`src/hdl/smc_cfg.svh`:
```
// Functional notes
// RL1 - a coil fault halts the motor on its own and switches both bridges off
// RL2 - a coil fault halt during motion sets the step loss flag
// RL3 - the host halt command stops the motor and switches the bridges off like a fault halt, without setting step loss
// RL4 - the zero position command clears actual and target position
// RL5 - the zero position command is ignored unless the motor rests
// RL6 - restore defaults overwrites every parameter with its reset value
// RL7 - restore defaults keeps actual position and copies it into target position
// RL8 - reference search loads velocities, seeks twice, zeroes, then goes to secure position
// RL9 - a running reference search is aborted only by shutdown or halt command
// RL10 - secure position 0x400 skips the last move of the reference search
// RL11 - host picks seek targets differing from actual position and each other
// RL12 - a stuck search is left only by halt then status readout, or by a coil fault shutdown
// RL13 - the parameter write command stores all listed motion parameters
// RL14 - secure position 0x400 disables every later safe position move
// RL15 - the jitter enable bit dithers the coil PWM frequency
// RL16 - the address byte is two ones, node address, hardwired bit, low write bit
// RL17 - second byte is the command code, filler bytes two and three are all ones
// RL18 - parameter payload sits in bytes four to eight in the fixed layout
`ifndef SMC_CFG_SVH
`define SMC_CFG_SVH

`define SMC_CMD_HALT 8'h85
`define SMC_CMD_ZERO 8'h86
`define SMC_CMD_RESTORE 8'h87
`define SMC_CMD_REFSEARCH 8'h88
`define SMC_CMD_PARAM 8'h89
`define SMC_CMD_SAFE_MOVE 8'h84
`define SMC_CMD_STATUS1 8'h81
`define SMC_FILLER 8'hff
`define SMC_ADDR_TOP 2'h3
`define SMC_DIR_WRITE 1'h0
`define SMC_LEN_SHORT 5'h02
`define SMC_LEN_LONG 5'h09
`define SMC_FRAME_MAX 9
`define SMC_SECURE_POSITION_OFF 11'h400

`define SMC_DEF_RUN 4'h1
`define SMC_DEF_HOLD 4'h1
`define SMC_DEF_VMAX 4'h1
`define SMC_DEF_VMIN 4'h1
`define SMC_DEF_SECURE_POSITION 11'h400

`define SMC_STEP_FRAC 8'hff
`define SMC_PWM_SLOW 8'hc7
`define SMC_PWM_FAST 8'h63
`define SMC_LFSR_SEED 8'h5a

`define SMC_REG_CTRL 8'h00
`define SMC_REG_STATUS 8'h04
`define SMC_REG_IRQ_STAT 8'h08
`define SMC_REG_IRQ_MASK 8'h0c
`define SMC_REG_POS 8'h10
`define SMC_REG_PARAM0 8'h14
`define SMC_REG_PARAM1 8'h18

`define SMC_IRQ_FRAME 0
`define SMC_IRQ_HALT 1
`define SMC_IRQ_LOSS 2
`define SMC_IRQ_SEARCH 3
`define SMC_IRQ_W 4

`endif

```
`src/hdl/smc_pkg.sv`:
```
`include "smc_cfg.svh"
package smc_pkg;

typedef struct packed {
    logic [3:0] run_current;
    logic [3:0] hold_current;
    logic [3:0] max_velocity;
    logic [3:0] min_velocity;
    logic ramp_profile;
    logic [1:0] step_resolution;
    logic direction_select;
    logic [3:0] ramp_rate;
    logic [10:0] secure_position;
    logic pwm_frequency_select;
    logic pwm_jitter_enable;
} smc_params_t;

typedef struct packed {
    logic valid;
    logic [3:0] index;
    logic [7:0] data;
} smc_rx_byte_t;

typedef enum logic [4:0] {
    SMC_RS_IDLE = 5'h01,
    SMC_RS_MOVE1 = 5'h02,
    SMC_RS_MOVE2 = 5'h04,
    SMC_RS_SECURE = 5'h08,
    SMC_RS_ABORT = 5'h10
} smc_rs_state_t;

localparam smc_params_t SMC_PARAMS_DEFAULT = '{
    run_current: `SMC_DEF_RUN,
    hold_current: `SMC_DEF_HOLD,
    max_velocity: `SMC_DEF_VMAX,
    min_velocity: `SMC_DEF_VMIN,
    ramp_profile: 1'b0,
    step_resolution: 2'h0,
    direction_select: 1'b0,
    ramp_rate: 4'h0,
    secure_position: `SMC_DEF_SECURE_POSITION,
    pwm_frequency_select: 1'b0,
    pwm_jitter_enable: 1'b0
};

endpackage

```
`src/hdl/smc_link_rx.sv`:
```
`timescale 1ns/1ps
`include "smc_cfg.svh"
module smc_link_rx
    import smc_pkg::*;
(
    input wire logic pclk,
    input wire logic presetn,
    input wire logic scl_in,
    input wire logic sda_in,
    output logic sda_out,
    output logic sda_oe_n,
    output smc_rx_byte_t rx_byte,
    output logic frame_end
);

logic scl_meta, scl_s, scl_d;
logic sda_meta, sda_s, sda_d;
logic in_frame, next_in_frame;
logic ack, next_ack;
logic [3:0] bit_cnt, next_bit_cnt;
logic [3:0] index, next_index;
logic [7:0] shift, next_shift;
logic next_oe_n;
logic next_frame_end;
smc_rx_byte_t next_rx_byte;
logic scl_rise, scl_fall, start_cond, stop_cond;

assign scl_rise = scl_s & ~scl_d;
assign scl_fall = ~scl_s & scl_d;
assign start_cond = scl_s & scl_d & sda_d & ~sda_s;
assign stop_cond = scl_s & scl_d & ~sda_d & sda_s;

////////////////////////////////////////////////////////////////////////////////

always_comb begin
    next_in_frame = in_frame;
    next_ack = ack;
    next_bit_cnt = bit_cnt;
    next_index = index;
    next_shift = shift;
    next_oe_n = sda_oe_n;
    next_frame_end = 1'b0;
    next_rx_byte = '0;
    if (start_cond) begin
        next_in_frame = 1'b1;
        next_ack = 1'b0;
        next_bit_cnt = '0;
        next_index = '0;
        next_oe_n = 1'b1;
    end else if (stop_cond) begin
        next_in_frame = 1'b0;
        next_ack = 1'b0;
        next_oe_n = 1'b1;
        next_frame_end = in_frame;
    end else if (in_frame) begin
        if (scl_rise && bit_cnt < 4'h8) begin
            next_shift = {shift[6:0], sda_s};
            next_bit_cnt = bit_cnt + 4'h1;
            if (bit_cnt == 4'h7) begin
                next_rx_byte.valid = 1'b1;
                next_rx_byte.index = index;
                next_rx_byte.data = {shift[6:0], sda_s};
            end
        end else if (scl_fall && bit_cnt == 4'h8 && !ack) begin
            // pull data low through the acknowledge clock
            next_ack = 1'b1;
            next_oe_n = 1'b0;
        end else if (scl_fall && ack) begin
            next_ack = 1'b0;
            next_oe_n = 1'b1;
            next_bit_cnt = '0;
            if (index != 4'hf) begin
                next_index = index + 4'h1;
            end
        end
    end
end

always_ff @(posedge pclk or negedge presetn) begin
    if (!presetn) begin
        scl_meta <= 1'b1;
        scl_s <= 1'b1;
        scl_d <= 1'b1;
        sda_meta <= 1'b1;
        sda_s <= 1'b1;
        sda_d <= 1'b1;
        in_frame <= 1'b0;
        ack <= 1'b0;
        bit_cnt <= '0;
        index <= '0;
        shift <= '0;
        sda_out <= 1'b0;
        sda_oe_n <= 1'b1;
        frame_end <= 1'b0;
        rx_byte <= '0;
    end else begin
        scl_meta <= scl_in;
        scl_s <= scl_meta;
        scl_d <= scl_s;
        sda_meta <= sda_in;
        sda_s <= sda_meta;
        sda_d <= sda_s;
        in_frame <= next_in_frame;
        ack <= next_ack;
        bit_cnt <= next_bit_cnt;
        index <= next_index;
        shift <= next_shift;
        sda_out <= 1'b0;
        sda_oe_n <= next_oe_n;
        frame_end <= next_frame_end;
        rx_byte <= next_rx_byte;
    end
end

endmodule

```
`src/hdl/smc_top.sv`:
```
// The placing of the registers and the APB interface to the registers were decided locally.
`timescale 1ns/1ps
`include "smc_cfg.svh"
module smc_top
    import smc_pkg::*;
(
    input wire logic pclk,
    input wire logic presetn,
    input wire logic psel,
    input wire logic penable,
    input wire logic pwrite,
    input wire logic [7:0] paddr,
    input wire logic [31:0] pwdata,
    output logic [31:0] prdata,
    output logic pready,
    output logic pslverr,
    output logic irq,
    input wire logic scl_in,
    input wire logic sda_in,
    output logic sda_out,
    output logic sda_oe_n,
    input wire logic coil_fault,
    input wire logic hw_addr_pin,
    output logic bridge_en,
    output logic step_out,
    output logic dir_out,
    output logic pwm_out,
    output logic [3:0] coil_current,
    output logic [1:0] step_mode
);

logic [1:0] pin_meta, pin_sync;
logic fault_s, hw_bit;
smc_rx_byte_t rx_byte;
logic frame_end;
logic [7:0] frame [0:`SMC_FRAME_MAX-1];
logic [4:0] frame_len, next_frame_len;
smc_params_t params, next_params;
logic signed [15:0] act, next_act;
logic signed [15:0] tgt, next_tgt;
logic signed [15:0] seek2, next_seek2;
logic signed [15:0] secure_target;
smc_rs_state_t rs, next_rs;
logic started, next_started;
logic next_bridge, step_loss, next_loss;
logic [11:0] step_cnt, next_step_cnt;
logic next_step_out, next_dir_out;
logic [3:0] next_coil_current;
logic moving, step_tick, secure_off;
logic addr_ok, short_ok, long_ok;
logic [7:0] cmd;
logic [`SMC_IRQ_W-1:0] ev;
logic [7:0] pwm_cnt, next_pwm_cnt;
logic [7:0] lfsr, next_lfsr;
logic next_pwm_out;
logic [3:0] node_addr, next_node_addr;
logic [`SMC_IRQ_W-1:0] irq_stat, next_irq_stat;
logic [`SMC_IRQ_W-1:0] irq_mask, next_irq_mask;
logic [31:0] next_prdata;
logic next_pready, next_pslverr, next_irq;
logic apb_access, apb_done;

////////////////////////////////////////////////////////////////////////////////
// pin synchronisers and serial receiver

always_ff @(posedge pclk or negedge presetn) begin
    if (!presetn) begin
        pin_meta <= '0;
        pin_sync <= '0;
    end else begin
        pin_meta <= {coil_fault, hw_addr_pin};
        pin_sync <= pin_meta;
    end
end

assign fault_s = pin_sync[1];
assign hw_bit = pin_sync[0];

smc_link_rx u_rx (
    .pclk(pclk),
    .presetn(presetn),
    .scl_in(scl_in),
    .sda_in(sda_in),
    .sda_out(sda_out),
    .sda_oe_n(sda_oe_n),
    .rx_byte(rx_byte),
    .frame_end(frame_end)
);

for (genvar i = 0; i < `SMC_FRAME_MAX; i++) begin : g_frame
    always_ff @(posedge pclk or negedge presetn) begin
        if (!presetn) begin
            frame[i] <= '0;
        end else if (rx_byte.valid && rx_byte.index == 4'(i)) begin
            frame[i] <= rx_byte.data;
        end
    end
end

////////////////////////////////////////////////////////////////////////////////
// frame decode

assign cmd = frame[1];
assign addr_ok = frame[0][7:6] == `SMC_ADDR_TOP && frame[0][5:2] == node_addr
    && frame[0][1] == hw_bit && frame[0][0] == `SMC_DIR_WRITE; // [RL16]
assign short_ok = frame_len == `SMC_LEN_SHORT;
assign long_ok = frame_len == `SMC_LEN_LONG && frame[2] == `SMC_FILLER
    && frame[3] == `SMC_FILLER; // [RL17]
assign secure_off = params.secure_position == `SMC_SECURE_POSITION_OFF;
assign secure_target = {{5{params.secure_position[10]}}, params.secure_position};
assign moving = (act != tgt) && bridge_en;
assign step_tick = moving && step_cnt == '0;

////////////////////////////////////////////////////////////////////////////////
// motion and command state

always_comb begin
    next_frame_len = frame_len;
    next_params = params;
    next_act = act;
    next_tgt = tgt;
    next_seek2 = seek2;
    next_rs = rs;
    next_started = started;
    next_bridge = bridge_en;
    next_loss = step_loss;
    ev = '0;
    next_step_cnt = (step_cnt == '0) ? {~params.max_velocity, `SMC_STEP_FRAC} : step_cnt - 12'h001;
    if (rx_byte.valid) begin
        next_frame_len = 5'(rx_byte.index) + 5'h01;
    end
    if (step_tick) begin
        next_act = (tgt > act) ? act + 16'sh0001 : act - 16'sh0001;
        next_started = 1'b1;
    end
    // search moves advance when a move has run and come to rest; the secure move step needs rest only
    case (rs)
        SMC_RS_MOVE1: begin
            if (started && !moving) begin
                next_params.max_velocity = params.min_velocity; // [RL8]
                next_tgt = seek2; // [RL8]
                next_rs = SMC_RS_MOVE2;
                next_started = 1'b0;
            end
        end
        SMC_RS_MOVE2: begin
            if (started && !moving) begin
                next_act = '0; // [RL8]
                next_tgt = '0;
                next_started = 1'b0;
                if (secure_off) begin
                    next_rs = SMC_RS_IDLE; // [RL10]
                    ev[`SMC_IRQ_SEARCH] = 1'b1;
                end else begin
                    next_tgt = secure_target; // [RL8]
                    next_rs = SMC_RS_SECURE;
                end
            end
        end
        SMC_RS_SECURE: begin
            if (!moving) begin
                next_rs = SMC_RS_IDLE;
                ev[`SMC_IRQ_SEARCH] = 1'b1;
            end
        end
        default: begin
        end
    endcase
    if (frame_end && addr_ok) begin
        ev[`SMC_IRQ_FRAME] = 1'b1;
        if (short_ok && cmd == `SMC_CMD_HALT) begin
            next_tgt = next_act; // [RL3]
            next_bridge = 1'b0; // [RL3]
            ev[`SMC_IRQ_HALT] = 1'b1;
            if (rs != SMC_RS_IDLE) begin
                next_rs = SMC_RS_ABORT; // [RL9] [RL12]
            end
        end else if (short_ok && cmd == `SMC_CMD_STATUS1) begin
            next_loss = 1'b0;
            if (!fault_s) begin
                next_bridge = 1'b1;
            end
            if (rs == SMC_RS_ABORT) begin
                next_rs = SMC_RS_IDLE; // [RL12]
            end
        end else if (rs == SMC_RS_IDLE) begin // [RL9]
            if (short_ok && cmd == `SMC_CMD_ZERO) begin
                if (!moving) begin // [RL5]
                    next_act = '0; // [RL4]
                    next_tgt = '0; // [RL4]
                end
            end else if (short_ok && cmd == `SMC_CMD_RESTORE) begin
                next_params = SMC_PARAMS_DEFAULT; // [RL6]
                next_tgt = next_act; // [RL7]
            end else if (long_ok && cmd == `SMC_CMD_PARAM) begin
                next_params.run_current = frame[4][7:4]; // [RL13] [RL18]
                next_params.hold_current = frame[4][3:0];
                next_params.max_velocity = frame[5][7:4];
                next_params.min_velocity = frame[5][3:0];
                next_params.secure_position = {frame[6][7:5], frame[7]}; // [RL14]
                next_params.direction_select = frame[6][4];
                next_params.ramp_rate = frame[6][3:0];
                next_params.pwm_frequency_select = frame[8][6];
                next_params.ramp_profile = frame[8][4];
                next_params.step_resolution = frame[8][3:2];
                next_params.pwm_jitter_enable = frame[8][0];
            end else if (long_ok && cmd == `SMC_CMD_REFSEARCH && bridge_en) begin
                next_params.max_velocity = frame[4][7:4]; // [RL8]
                next_params.min_velocity = frame[4][3:0]; // [RL8]
                next_tgt = {frame[5], frame[6]}; // [RL8]
                next_seek2 = {frame[7], frame[8]};
                next_rs = SMC_RS_MOVE1;
                next_started = 1'b0;
            end else if (short_ok && cmd == `SMC_CMD_SAFE_MOVE) begin
                if (!secure_off && bridge_en) begin // [RL14]
                    next_tgt = secure_target;
                end
            end
        end
    end
    // coil fault: own halt, bridges off, search aborted as a shutdown
    if (fault_s && bridge_en) begin
        next_bridge = 1'b0; // [RL1]
        next_tgt = next_act; // [RL1]
        next_rs = SMC_RS_IDLE; // [RL9]
        ev[`SMC_IRQ_HALT] = 1'b1;
        if (moving) begin
            next_loss = 1'b1; // [RL2]
            ev[`SMC_IRQ_LOSS] = 1'b1;
        end
    end
    next_step_out = step_tick;
    next_dir_out = (tgt > act) ^ params.direction_select;
    next_coil_current = !next_bridge ? '0 : (moving ? params.run_current : params.hold_current);
end

always_ff @(posedge pclk or negedge presetn) begin
    if (!presetn) begin
        frame_len <= '0;
        params <= SMC_PARAMS_DEFAULT;
        act <= '0;
        tgt <= '0;
        seek2 <= '0;
        rs <= SMC_RS_IDLE;
        started <= 1'b0;
        bridge_en <= 1'b1;
        step_loss <= 1'b0;
        step_cnt <= '0;
        step_out <= 1'b0;
        dir_out <= 1'b0;
        coil_current <= '0;
        step_mode <= '0;
    end else begin
        frame_len <= next_frame_len;
        params <= next_params;
        act <= next_act;
        tgt <= next_tgt;
        seek2 <= next_seek2;
        rs <= next_rs;
        started <= next_started;
        bridge_en <= next_bridge;
        step_loss <= next_loss;
        step_cnt <= next_step_cnt;
        step_out <= next_step_out;
        dir_out <= next_dir_out;
        coil_current <= next_coil_current;
        step_mode <= next_params.step_resolution;
    end
end

////////////////////////////////////////////////////////////////////////////////
// coil pwm base with optional period dither

always_comb begin
    next_pwm_cnt = pwm_cnt - 8'h01;
    next_lfsr = lfsr;
    next_pwm_out = pwm_out & bridge_en;
    if (pwm_cnt == '0) begin
        next_pwm_cnt = params.pwm_frequency_select ? `SMC_PWM_FAST : `SMC_PWM_SLOW;
        if (params.pwm_jitter_enable) begin
            next_pwm_cnt = next_pwm_cnt + {6'h00, lfsr[1:0]}; // [RL15]
        end
        next_lfsr = {lfsr[6:0], lfsr[7] ^ lfsr[5] ^ lfsr[4] ^ lfsr[3]};
        next_pwm_out = ~pwm_out & bridge_en;
    end
end

always_ff @(posedge pclk or negedge presetn) begin
    if (!presetn) begin
        pwm_cnt <= '0;
        lfsr <= `SMC_LFSR_SEED;
        pwm_out <= 1'b0;
    end else begin
        pwm_cnt <= next_pwm_cnt;
        lfsr <= next_lfsr;
        pwm_out <= next_pwm_out;
    end
end

////////////////////////////////////////////////////////////////////////////////
// apb slave, one wait state per access

assign apb_access = psel && penable;
assign apb_done = apb_access && pready;

always_comb begin
    next_pready = apb_access && !pready;
    next_prdata = prdata;
    next_pslverr = 1'b0;
    next_node_addr = node_addr;
    next_irq_mask = irq_mask;
    next_irq_stat = irq_stat;
    if (apb_access && !pready) begin
        next_prdata = '0;
        if (paddr == `SMC_REG_CTRL) begin
            next_prdata = {28'h0000000, node_addr};
        end else if (paddr == `SMC_REG_STATUS) begin
            next_prdata = {26'h0000000, fault_s, rs == SMC_RS_ABORT, rs != SMC_RS_IDLE,
                bridge_en, step_loss, moving};
        end else if (paddr == `SMC_REG_IRQ_STAT) begin
            next_prdata = {28'h0000000, irq_stat};
        end else if (paddr == `SMC_REG_IRQ_MASK) begin
            next_prdata = {28'h0000000, irq_mask};
        end else if (paddr == `SMC_REG_POS) begin
            next_prdata = {tgt, act};
        end else if (paddr == `SMC_REG_PARAM0) begin
            next_prdata = {params.secure_position, params.ramp_rate, params.direction_select,
                params.min_velocity, params.max_velocity, params.hold_current,
                params.run_current};
        end else if (paddr == `SMC_REG_PARAM1) begin
            next_prdata = {27'h0000000, params.pwm_jitter_enable, params.pwm_frequency_select,
                params.step_resolution, params.ramp_profile};
        end else begin
            next_pslverr = 1'b1;
        end
    end
    if (apb_done && pwrite) begin
        if (paddr == `SMC_REG_CTRL) begin
            next_node_addr = pwdata[3:0];
        end else if (paddr == `SMC_REG_IRQ_STAT) begin
            next_irq_stat = irq_stat & ~pwdata[`SMC_IRQ_W-1:0];
        end else if (paddr == `SMC_REG_IRQ_MASK) begin
            next_irq_mask = pwdata[`SMC_IRQ_W-1:0];
        end
    end
    // new events win over a clear in the same cycle
    next_irq_stat = next_irq_stat | ev;
    next_irq = |(next_irq_stat & next_irq_mask);
end

always_ff @(posedge pclk or negedge presetn) begin
    if (!presetn) begin
        pready <= 1'b0;
        prdata <= '0;
        pslverr <= 1'b0;
        node_addr <= '0;
        irq_stat <= '0;
        irq_mask <= '0;
        irq <= 1'b0;
    end else begin
        pready <= next_pready;
        prdata <= next_prdata;
        pslverr <= next_pslverr;
        node_addr <= next_node_addr;
        irq_stat <= next_irq_stat;
        irq_mask <= next_irq_mask;
        irq <= next_irq;
    end
end

endmodule

```
`config.mk`:
```
export PLATFORM = sky130hd
export DESIGN_NAME = smc_top
export DESIGN_NICKNAME = d
export VERILOG_FILES = /design/src/hdl/smc_pkg.sv /design/src/hdl/smc_link_rx.sv /design/src/hdl/smc_top.sv
export VERILOG_INCLUDE_DIRS = /design/src /design/src/hdl
export SDC_FILE = /design/constraint.sdc
export NUM_CORES = 1
export LEC_CHECK = 0
export CAP_MARGIN = 5
export CORE_MARGIN = 2
export CORE_UTILIZATION = 50
export DETAILED_ROUTE_END_ITERATION = 10
export DONT_BUFFER_PORTS = 1
export PLACE_DENSITY = 0.69
export SYNTH_ARGS = -nofsm -noshare
export SYNTH_HDL_FRONTEND = slang
export SYNTH_SLANG_ARGS = --single-unit
```
`constraint.sdc`:
```
create_clock -name pclk -period 4.9 [get_ports pclk]
set_input_delay 0.245 -clock pclk [delete_from_list [all_inputs] [get_ports pclk]]
set_output_delay 0.245 -clock pclk [all_outputs]
set_load 0.02 [all_outputs]
```
Word-level counts from Yosys, hierarchy flattened

Cells that the tools add are included.

Register bits after elaboration: 294
Bits of input ports: 49
Output and inout port bits: 47
Word-level logic and storage cells: 354

$add $sub $neg: 8
Order comparisons: 2
Eq/ne operators: 44
Mux-type cells: 146
Bitwise logic cells: 31
Reductions and logical operators: 63

Operator list:

| operator                                             | count |
|---|---|
| 2-to-1 mux 16 bit                                    | 25 |
| 2-to-1 mux 32 bit                                    | 6 |
| 2-to-1 mux 29 bit                                    | 5 |
| 2-to-1 mux 4 bit                                     | 25 |
| 2-to-1 mux 5 bit                                     | 15 |
| equality test 8 bit (second input constant)          | 9 |
| 2-to-1 mux 13 bit                                    | 5 |
| 2-to-1 mux 1 bit                                     | 51 |
| 2-to-1 mux 8 bit                                     | 6 |
| 2-to-1 mux 37 bit                                    | 1 |
| logical AND 1 bit                                    | 36 |
| case mux 16 bit (2 select lines)                     | 1 |
| equality test 8 x 5 -> 1 bit (second input constant) | 3 |
| 2-to-1 mux 21 bit                                    | 1 |
| equality test 4 x 3 -> 1 bit (second input constant) | 5 |
| AND reduction 6 bit                                  | 3 |
| adder 16 x 2 -> 16 bit (second input constant)       | 1 |
| equality test 8 x 4 -> 1 bit (second input constant) | 2 |
| > comparator 16 bit                                  | 1 |
| zero test 8 bit                                      | 2 |
| != test 16 bit                                       | 1 |
| subtractor 16 x 2 -> 16 bit (second input constant)  | 1 |
| case mux 5 bit (3 select lines)                      | 1 |
| inverter 1 bit                                       | 13 |
| other kinds (43)                                     | 75 |

Depth between registers and ports, before layout

Gate-level depths: netlist (run 1).

Depth after elaboration: 17
Depth in mapped cells: 17
Depth with buffers taken out: 16

Hierarchy

Synthesis (run 1) repeated with hierarchy kept, for this count alone.

Cell total of the unflattened synthesis: 1,408
Area, all modules: 14,785.4 um^2

By module, submodules not included:

| module      | times used | cells each | area each (um^2) | sequential area each (um^2) |
|---|---|---|---|---|
| smc_top     | 1          | 1,290      | 13,206.4         | 6,419.9 |
| smc_link_rx | 1          | 118        | 1,579.0          | 959.7 |

Worst setup path before layout (run 1)

Ideal clock, no wire load.

Path kind: flip-flop to flip-flop
Start point: register act[15]
End point: register tgt[10]
Library setup time: 127 ps
Arrival: 4,314 ps
Required time: 4,773 ps
Setup slack: 459 ps
Stages on the path, launching flop included: 18
Path buffers: 1
Period minus slack after synthesis: 4,441 ps
Cell sequence: dfrtp_1 > inv_1 > ha_1 > nand4_1 > nor4_2 > a21oi_1 > o31a_1 > clkbuf_1 > inv_1 > ha_1 > a21o_1 > and2_1 > or4_1 > a31oi_1 > mux2i_1 > a21oi_1 > nor4_1 > nor3_1

Word-level cells in the longest chain between the ends: 17
Elaborated cells between the ends (all ways): 31
Classes of those cells: order compare: 1; eq/ne: 1; mux: 25; reduce/logical: 4

Ends and longest elaborated chain:

| item                                 | line                           | text |
|---|---|---|
| start: declaration                   | smc_top.sv:39                  | `logic signed [15:0] act, next_act;` |
| start signal: assignment             | smc_top.sv:256                 | `act <= next_act;` |
| != test 16 bit                       | smc_top.sv:111                 | `assign moving = (act != tgt) && bridge_en;` |
| logical AND 1 bit                    | smc_top.sv:111                 |  |
| zero test 1 bit                      | -                              |  |
| logical AND 1 bit                    | smc_top.sv:139, smc_top.sv:147 |  |
| 2-to-1 mux 16 bit (on tied branches) | smc_top.sv:147, smc_top.sv:139 |  |
| case mux 16 bit (2 select lines)     | smc_top.sv:137                 | `case (rs)` |
| 2-to-1 mux 16 bit                    | smc_top.sv:215                 | `if (!secure_off && bridge_en) begin` |
| 2-to-1 mux 16 bit                    | smc_top.sv:214                 | `` end else if (short_ok && cmd == `SMC_CMD_SAFE_MOVE) begin `` |
| (+2 left out)                        | -                              |  |
| 2-to-1 mux 16 bit                    | smc_top.sv:192                 | `` end else if (short_ok && cmd == `SMC_CMD_RESTORE) begin `` |
| 2-to-1 mux 16 bit                    | smc_top.sv:187                 | `` if (short_ok && cmd == `SMC_CMD_ZERO) begin `` |
| 2-to-1 mux 16 bit                    | smc_top.sv:186                 | `end else if (rs == SMC_RS_IDLE) begin` |
| 2-to-1 mux 16 bit                    | smc_top.sv:178                 | `` end else if (short_ok && cmd == `SMC_CMD_STATUS1) begin `` |
| 2-to-1 mux 16 bit                    | smc_top.sv:171                 | `` if (short_ok && cmd == `SMC_CMD_HALT) begin `` |
| 2-to-1 mux 16 bit                    | smc_top.sv:169                 | `if (frame_end && addr_ok) begin` |
| 2-to-1 mux 16 bit (*)                | smc_top.sv:222                 | `if (fault_s && bridge_en) begin` |
| net next_tgt[10]                     | smc_top.sv:40                  | `logic signed [15:0] tgt, next_tgt;` |
| end signal: assignment               | smc_top.sv:257                 | `tgt <= next_tgt;` |
| end: declaration                     | smc_top.sv:40                  |  |

The timed path passes the listed nets; every way through them passes the cells marked *.
A chain may end at the register's enable or synchronous reset.

Worst setup path after layout (run 1)

Start point: register tgt[13]
End point: register tgt[10]

Word-level cells in the longest chain between the ends: 17
Elaborated cells between the ends (all ways): 31
Classes of those cells: order compare: 1; eq/ne: 1; mux: 25; reduce/logical: 4

Ends and longest elaborated chain:

| item                                 | line |
|---|---|
| != test 16 bit                       | smc_top.sv:111 |
| logical AND 1 bit                    | smc_top.sv:111 |
| zero test 1 bit                      | - |
| logical AND 1 bit                    | smc_top.sv:139, smc_top.sv:147 |
| 2-to-1 mux 16 bit (on tied branches) | smc_top.sv:147, smc_top.sv:139 |
| case mux 16 bit (2 select lines)     | smc_top.sv:137 |
| 2-to-1 mux 16 bit                    | smc_top.sv:215 |
| 2-to-1 mux 16 bit                    | smc_top.sv:214 |
| (+2 left out)                        | - |
| 2-to-1 mux 16 bit                    | smc_top.sv:192 |
| 2-to-1 mux 16 bit                    | smc_top.sv:187 |
| 2-to-1 mux 16 bit                    | smc_top.sv:186 |
| 2-to-1 mux 16 bit                    | smc_top.sv:178 |
| 2-to-1 mux 16 bit                    | smc_top.sv:171 |
| 2-to-1 mux 16 bit                    | smc_top.sv:169 |
| 2-to-1 mux 16 bit (*)                | smc_top.sv:222 |
| net next_tgt[10]                     | smc_top.sv:40 |

Marked as above.

==> reports/metrics.yaml, run 1 <==
ys.warnings.count: 0
crit_family: "compound AO/OA/AOI/OAI gates"
syn-num-nets: 1554
max_stage_delay_ns: 0.56
initial_core_util_pct: 50.9
synthFlopType: "dfrtp_1"
dpl.hpwl_microns: 33500
post_cts_buffers: 0
synth.distinct_cells: 91
cts_tree: "yes"
peakVddDrop_uv: 280
ios: 96
clock-sinks: 294
viasPerCell: 6.40
crit_fanout: 6
grt_pass1_wl_microns: 69600
mappedNetlistArea_sq_um: 15100
postCtsHoldBufs: 12
leakagePower_uw: 0.00738
wl_per_cell_microns: 24.5
yosysMostFrequentCell: "dfrtp_1"
port_buffers: 0
rows: 63
dp_cells: 1803
grt_max_degree: 295
timing.rr.end: "tgt[10]"
endpoint_kind: "register"
syn_to_final_growth_pct: 10.3
synthTopCellsByCount: "dfrtp_1 (276), nand2_1 (153), mux2_2 (113)"
crit_chain: "ha_1 -> a21o_1 -> a2111oi_0 -> o21ai_0 -> o31a_1 -> inv_1 -> ha_1 -> a21o_1 -> and2_1 -> or4_1 -> a31oi_2 -> mux2i_2 -> a21oi_1 -> nor4_1 -> nor3_1"
floorplan.core_area_sq_um: 29700
rr_worst_depth: 15
rsz0062_at_grt: "no"
ys_top_cells_by_area: "dfrtp_1 (46%), mux2_2 (8.4%), nand2_1 (3.8%)"
first_iter_violations: 1327
worstReg2RegStart: "tgt[13]"
netlist_instances: 1461
antenna_left: 0
die-area_sq_um: 31600
routabilityCongestion: 0.984
drive_gt1_share_pct: 16.8
async_reset_ff_share_pct: 100
insertion_delay_ns: 0.58
synth-edff-count: 0
timing.final.crit_share_pct: 93.0
dr.pass1.iters: 6
max-clock-path-buffers: 3
fin_util_pct: 56.1
r2r_slack_ns: 0.34
worst_pin_slew_ns: 1.21
setup_tns_ns: 0
cp.required_ns: 5.36
start_kind: "register"
path_buf_inv: 1
grt_usage_pct: 29.2
power_density_nw_per_um2: 296
finalHoldViolations: 294
finClkSkew_ns: 0.0359
fin_nets: 1551
period_minus_slack_ns: 4.56
cts_max_level: 1
vias: 12000
num-fill-cells: 2588
drc: 0
worstPathArrival_ns: 5.01
synth-seq-area-share_pct: 48.8
slew_violations: 0
max_freq_mhz: 219
antenna_found_initial: 0
final_cells: 1872
synth_seq_cells: 294
max-slew-margin-rel_pct: 18.6
synth_top_area_cell: "dfrtp_1"
die_w_microns: 178
status: "finished with violations"
grt-ovfl-total: 0
cts_made_buffers: 31
failed_checks: "hold timing"
critical_path_class: "reg -> reg"
hold_ws_ns: -0.598
maxCapViolCount: 0
min_path_type: "in -> async"
clk_pin_slew_worst_paths_ns: 0.06
critPathSlowestCell: "or4_1"
n_antenna_cell: 0
finalSetupViolCount: 0
syn_area_per_cell_sq_um: 10.3
grt_pass1_vias: 11400
cts_root_buf: "clkbuf_16"
die_h_microns: 178
drt-total-wl_microns: 45900
yosysTopAreaCellShare_pct: 45.7
## state kept, by name, indices dropped and copies added, names as in the netlist, 5 cells and up
register      count
rs                5
step_cnt         12
seek2            16
frame            64
act              16
frame_len         5
lfsr              8
tgt              16
params           37
cmd               8
pwm_cnt           8
u_rx.shift        7
u_rx.rx_byte     13
prdata           32
## repair_timing
item	CTS	global route
hold endpoints to repair	314	294
gates resized for setup	0	3
setup endpoints to repair	0	2
## cell type report
cell class                      count  area, sq um  share of cell area (%)
Multi-Input combinational cell   1047         7280                    43.6
Inverter                           46          173                    1.04
Timing Repair Buffer               38          315                    1.89
Clock buffer                       43          891                    5.34
Tap cell                          390          488                    2.93
Sequential cell                   294         7380                    44.2
Clock inverter                     14          155                   0.930
## metal layers
metal	wire, microns	global-route usage, %	part of all wire (%)
met1	19800	40.6	43
met2	20100	44.7	44
met3	3740	5.51	8.1
met4	2310	12.5	5.0
met5	0	0	0
## report_power, final
group | internal, uW | switching (uW)
Sequential | 2450 | 18.1
Clock | 1420 | 985
Combinational | 27.4 | 31.3
## cells by family (layout without fill, tap and decap cells)
| group | count (synthesis) | count (layout) | share of synthesized area (%) |
|---|---|---|---|
| muxes | 120 | 120 | 8.88 |
| buffers and inverters | 120 | 141 | 3.29 |
| other | 1 | 1 | 0.0248 |
| and+or+nand+nor | 450 | 450 | 15.1 |
| AOI/OAI and AO/OA | 391 | 391 | 17.8 |
| adders and majority gates | 44 | 44 | 3.69 |
| xor gates and xnor gates | 41 | 41 | 2.38 |
| DFF | 294 | 294 | 48.8 |
## how the worst max path moves through the flow
stage | cells after the start | endpoint | from
floorplan | 17 | tgt[10] | act[15]
global placement | 15 | tgt[10] | tgt[13]
detailed placement | 16 | tgt[10] | act[15]
CTS | 15 | tgt[10] | tgt[13]
global route | 15 | tgt[10] | tgt[13]
finish | 15 | tgt[10] | tgt[13]
## stage by stage
stage | total power (uW) | area [sq um] | setup slack, ns
floorplan | 2550 | 15100 | 0.459
global placement | 2560 | 15500 | 0.441
detailed placement | 2560 | 15500 | 0.337
CTS | 4960 | 16700 | 0.332
global route | 5080 | 16700 | 0.00236
finish | 4930 | 16700 | 0.343
## cell usage in the layout, fill, tap and decap left out, types with 11 or more instances in the layout
cell	netlist	routed
o22ai_1	14	14
nand3_1	23	23
and2_1	21	21
nor3_1	33	33
or3_1	14	14
ha_1	43	43
xnor2_1	23	23
dlygate4sd3_1	0	12
dfstp_2	18	18
mux2_2	113	113
a22oi_1	22	22
clkbuf_16	0	31
xor2_1	18	18
a22o_1	29	29
nand4_1	20	20
dfrtp_1	276	276
buf_4	3	26
a21oi_1	65	65
nor2b_1	14	14
a31oi_1	13	12
o21ai_0	98	98
o221ai_1	29	29
nor2_1	92	91
inv_1	46	46
nand2_1	153	153
a21o_1	11	11
Note: power is estimated with default switching activity, not from simulation.
==> run 2: changes to the inputs <==
--- a/config.mk
+++ b/config.mk
@@ -8,10 +8,13 @@
 export LEC_CHECK = 0
 export CAP_MARGIN = 5
+export CELL_PAD_IN_SITES_DETAIL_PLACEMENT = 1
+export CELL_PAD_IN_SITES_GLOBAL_PLACEMENT = 1
 export CORE_MARGIN = 2
 export CORE_UTILIZATION = 50
 export DETAILED_ROUTE_END_ITERATION = 10
 export DONT_BUFFER_PORTS = 1
-export PLACE_DENSITY = 0.69
+export PLACE_DENSITY = 0.83
 export SYNTH_ARGS = -nofsm -noshare
 export SYNTH_HDL_FRONTEND = slang
 export SYNTH_SLANG_ARGS = --single-unit
+export TNS_END_PERCENT = 50
==> constraint.sdc (replaced) <==
create_clock -name pclk -period 4.9 [get_ports pclk]
set_input_delay 0 -clock pclk [delete_from_list [all_inputs] [get_ports pclk]]
set_output_delay 0 -clock pclk [all_outputs]
set_load 0.02 [all_outputs]
==> reports/metrics.yaml, run 2 (synthesized netlist as in run 1, its figures left out) <==
viasPerCell: 6.68
p_clk_share_pct: 48.0
min_path_type: "in -> async"
dpl.hpwl_microns: 36700
largestRegisters: "frame: 64 flops, params: 37 flops, prdata: 32 flops"
die_h_microns: 178
grt_pass1_wl_microns: 79500
drt-total-wl_microns: 52400
critPathSlowestCell: "a211oi_1"
path_buf_inv: 3
status: "finished with violations"
rows: 63
design_area_sq_um: 16800
syn_to_final_growth_pct: 10.8
floorplan.core_area_sq_um: 29700
power_density_nw_per_um2: 292
maxCapViolCount: 0
switching_share_pct: 21.5
first_iter_violations: 1270
antenna_left: 0
hold_ws_ns: -0.895
critical_path_class: "reg -> reg"
largest_reg_flops: 64
grt_max_degree: 295
cts_root_buf: "clkbuf_16"
crit_chain: "inv_1 -> ha_1 -> nand4_1 -> a2111oi_1 -> o31a_1 -> inv_1 -> buf_4 -> ha_1 -> nand2_1 -> o21a_1 -> a211oi_1 -> o22ai_1 -> xnor2_1 -> mux2i_1 -> o22ai_1 -> a21oi_1"
slew_violations: 0
cts_made_buffers: 31
netSwitchingPower_uw: 1050
port_buffers: 0
clk_pin_slew_worst_paths_ns: 0.07
max_stage_delay_ns: 0.50
cts_max_level: 1
p_comb_share_pct: 1.5
insertion_delay_ns: 0.59
finalSetupViolCount: 0
die_w_microns: 178
placed_cell_area_sq_um: 15500
worstPathArrival_ns: 5.10
r2r_slack_ns: 0.30
peakVddDrop_uv: 279
routabilityCongestion: 0.998
initial_core_util_pct: 50.9
final_cells: 1880
max_freq_mhz: 217
grt-ovfl-total: 0
endpoint_kind: "register"
rr_worst_depth: 16
start_kind: "register"
worstReg2RegStart: "act[15]"
final_cell_mix: "dfrtp_1 (276), nand2_1 (153), mux2_2 (113), o21ai_0 (98), nor2_1 (91)"
worst_pin_slew_ns: 1.28
crit_fanout: 13
die-area_sq_um: 31600
fin_util_pct: 56.4
vias: 12600
failed_checks: "hold timing"
leakagePower_uw: 0.00741
dp_cells: 1802
n_antenna_cell: 0
drive_gt1_share_pct: 16.4
cts_tree: "yes"
final_common_cell: "dfrtp_1"
clock-sinks: 294
postCtsHoldBufs: 23
drc: 0
dr.pass1.iters: 6
antenna_found_initial: 0
timing.rr.end: "tgt[15]"
finalHoldViolations: 294
timing.final.crit_share_pct: 93.8
internal-power_uw: 3840
ios: 96
wl_per_cell_microns: 27.9
setup_tns_ns: 0
grt_pass1_vias: 13000
crit_family: "compound AO/OA/AOI/OAI gates"
finClkSkew_ns: 0.0124
fin_nets: 1562
grt_usage_pct: 33.2
top_register: "frame"
rsz0062_at_grt: "no"
cp.required_ns: 5.41
period_minus_slack_ns: 4.60
seqPwrFrac_pct: 50.6
max-clock-path-buffers: 3
max-slew-margin-rel_pct: 14.5
run 2: metal layers:
metal | vias up | track usage (%) | share of wire [%]
li1 | 5414 | - | -
met1 | 6421 | 44.9 | 41
met2 | 601 | 54.6 | 47
met3 | 129 | 4.93 | 7.9
met4 | 0 | 11.5 | 3.6
met5 | - | 0 | 0
run 2: worst max-delay path by stage:
stage               slack (ns)       to     from  cells past startpoint
floorplan                 0.46  tgt[10]  act[15]                     17
global placement          0.46  tgt[10]  tgt[13]                     16
detailed placement        0.33  tgt[10]  act[15]                     16
CTS                       0.30  tgt[10]  act[15]                     16
global route             0.003  tgt[15]  act[15]                     16
finish                    0.30  tgt[15]  act[15]                     16
run 2: worst register-to-register path, stage by stage, from the launching register on:
cell       delay, ns
dfrtp_1         0.45
inv_1           0.13
ha_1            0.31
nand4_1         0.27
a2111oi_1       0.46
o31a_1          0.19
inv_1           0.13
buf_4           0.23
ha_1            0.42
nand2_1         0.07
o21a_1          0.19
a211oi_1        0.51
o22ai_1         0.27
xnor2_1         0.37
mux2i_1         0.28
o22ai_1         0.11
a21oi_1         0.12
run 2: layout make-up:
type                            instances  area (sq um)
Clock buffer                           49           973
Clock inverter                          5          43.8
Fill cell                            3194         13000
Inverter                               46           173
Multi-Input combinational cell       1047          7270
Sequential cell                       294          7380
Tap cell                              390           488
Timing Repair Buffer                   49           429
run 2: power groups by stage:
stage	sequential (uW)	combinational, uW	clock (uW)
after global routing	2470	76.6	2460
after global placement	2510	47.1	0
after detailed placement	2510	50.7	0
after CTS	2470	69.7	2360
final	2470	71.0	2340
after floorplan	2510	44.2	0
run 2: metrics by stage:
stage | total power [uW] | worst slack [ns]
finish | 4890 | 0.302
global placement | 2560 | 0.456
CTS | 4900 | 0.298
detailed placement | 2560 | 0.330
floorplan | 2550 | 0.459
global route | 5010 | 0.00329
run 2: repair_timing:
item                                   CTS  global route
endpoints found under the hold margin  344           294
setup buffers                            0             0
gates resized for setup                  0             3
setup endpoints to repair                0             2
==> run 3: changes to the inputs <==
Settings changed: PLACE_DENSITY 0.83 to 0.8, RECOVER_POWER from default to 25.
==> reports/metrics.yaml, run 3 (synthesized netlist as in run 1, its figures left out) <==
status: "finished with violations"
failed_checks: "hold timing"
cts_root_buf: "clkbuf_16"
max_freq_mhz: 220
initial_core_util_pct: 50.9
fin_nets: 1565
insertion_delay_ns: 0.59
finClkSkew_ns: 0.0251
ios: 96
die_h_microns: 178
syn_to_final_growth_pct: 11.5
max-slew-margin-rel_pct: 24.3
cpMostUsedCell: "ha_1"
min_path_type: "in -> async"
wl_per_cell_microns: 27.3
worst_pin_slew_ns: 1.13
cp.required_ns: 5.36
drive_gt1_share_pct: 17.0
die_w_microns: 178
crit_fanout: 12
top_register: "frame"
maxCapViolCount: 0
viasPerCell: 6.62
vias: 12500
r2r_slack_ns: 0.35
crit_chain: "inv_1 -> ha_1 -> nand4_1 -> a2111oi_0 -> o31a_1 -> inv_2 -> buf_4 -> ha_1 -> a21o_1 -> and2_1 -> or4_1 -> a31oi_2 -> mux2i_2 -> a21oi_1 -> nor4_1 -> nor3_1"
drt-total-wl_microns: 51600
rr_worst_depth: 16
fin_ws_ns: 0.349
port_buffers: 0
finalSetupViolCount: 0
power_density_nw_per_um2: 300
leakagePower_uw: 0.00746
grt_usage_pct: 33.1
postCtsHoldBufs: 25
grt-ovfl-total: 0
grtUsageMet2_pct: 53.9
routabilityCongestion: 1.01
cts_made_buffers: 31
grt_pass1_wl_microns: 79100
rows: 63
max_stage_delay_ns: 0.57
cts_tree: "yes"
cp-startpoint: "act[15]"
antenna_found_initial: 1
timing.rr.end: "tgt[10]"
start_kind: "register"
die-area_sq_um: 31600
antenna_left: 0
period_minus_slack_ns: 4.55
max-clock-path-buffers: 3
slew_violations: 0
final_common_cell: "dfrtp_1"
largest_reg_flops: 64
worstReg2RegStart: "act[15]"
grt_pass1_vias: 13000
post_cts_buffers: 0
n_antenna_cell: 0
rsz0062_at_grt: "no"
worstPathArrival_ns: 5.02
critPathSlowestCell: "or4_1"
first_iter_violations: 1253
grt_busiest_layer: "met2"
crit_end: "tgt[10]"
clock-sinks: 294
floorplan.core_area_sq_um: 29700
final_cell_mix: "dfrtp_1 (276), nand2_1 (153), mux2_2 (113), o21ai_0 (98), nor2_1 (91)"
hold_ws_ns: -0.889
dpl.hpwl_microns: 36300
grt_max_degree: 295
finalHoldViolations: 294
cts_max_level: 1
largestRegisters: "frame: 64 flops, params: 37 flops, prdata: 32 flops"
met3_usage_pct: 4.09
dr.pass1.iters: 5
use_met1_pct: 44.6
pre_cts_slack_ns: 0.323
endpoint_kind: "register"
setup_tns_ns: 0
critical_path_class: "reg -> reg"
timing.final.crit_share_pct: 92.9
drc: 0
clk_pin_slew_worst_paths_ns: 0.07
peakVddDrop_uv: 340
[run 3: changes by cell type in the layout (fill, tap and decap cells not counted), moves of 3 or more]
cell and delta:
bufinv_16 +4, clkbuf_8 -6, clkinv_2 +5, clkbuf_1 -3
[run 3: layer usage]
layer  wire, microns  up-vias
met5               0        -
li1                -     5437
met3            3750      159
met4            2410        0
met1           21300     6319
met2           24200      571
[run 3: critical path, delay by kind of cell, from the launching register on]
family          cells  cell delay, ns
flops               1            0.46
fa+ha+maj           2            0.55
compound gates      5            1.28
mux                 1            0.38
buf+inv             3            0.40
simple gates        5            1.34
[run 3: worst min path at each step]
stage	startpoint	end	slack, ns
2_1_floorplan	presetn	act[0]	-0.30
3_3_place_gp	presetn	act[4]	-0.28
3_5_place_dp	presetn	prdata[11]	-0.29
4_1_cts	presetn	prdata[11]	-0.89
5_1_grt	presetn	prdata[11]	-0.89
6_report	presetn	prdata[11]	-0.89
[run 3: power breakdown]
| group | internal [uW] | total (uW) | switching, uW |
|---|---|---|---|
| registers | 2450 | 2470 | 23.8 |
| clock network | 1480 | 2510 | 1030 |
| logic | 34.2 | 77.1 | 42.9 |
[run 3: cell type report]
class | count | area (sq um)
clock buffer | 40 | 880
clock inverter | 18 | 210
fill | 3144 | 12900
inverter | 46 | 173
multi-input combinational | 1047 | 7280
sequential | 294 | 7380
tap | 390 | 488
timing repair buffer | 52 | 453
[run 3: through the flow]
step	total power [uW]	area (sq um)	instances	util (%)
2_1_floorplan	2550	15100	1461	-
5_1_grt	5190	16900	1887	56.7
6_report	5060	16900	1887	56.7
4_1_cts	5070	16800	1887	56.7
3_5_place_dp	2570	15500	1804	52.2
3_3_place_gp	2560	15500	1804	52.2
[run 3: repair_timing]
| action | CTS | global route |
|---|---|---|
| setup endpoints to repair | 0 | 2 |
| gates resized for setup | 0 | 5 |
| hold endpoints to repair | 342 | 294 |
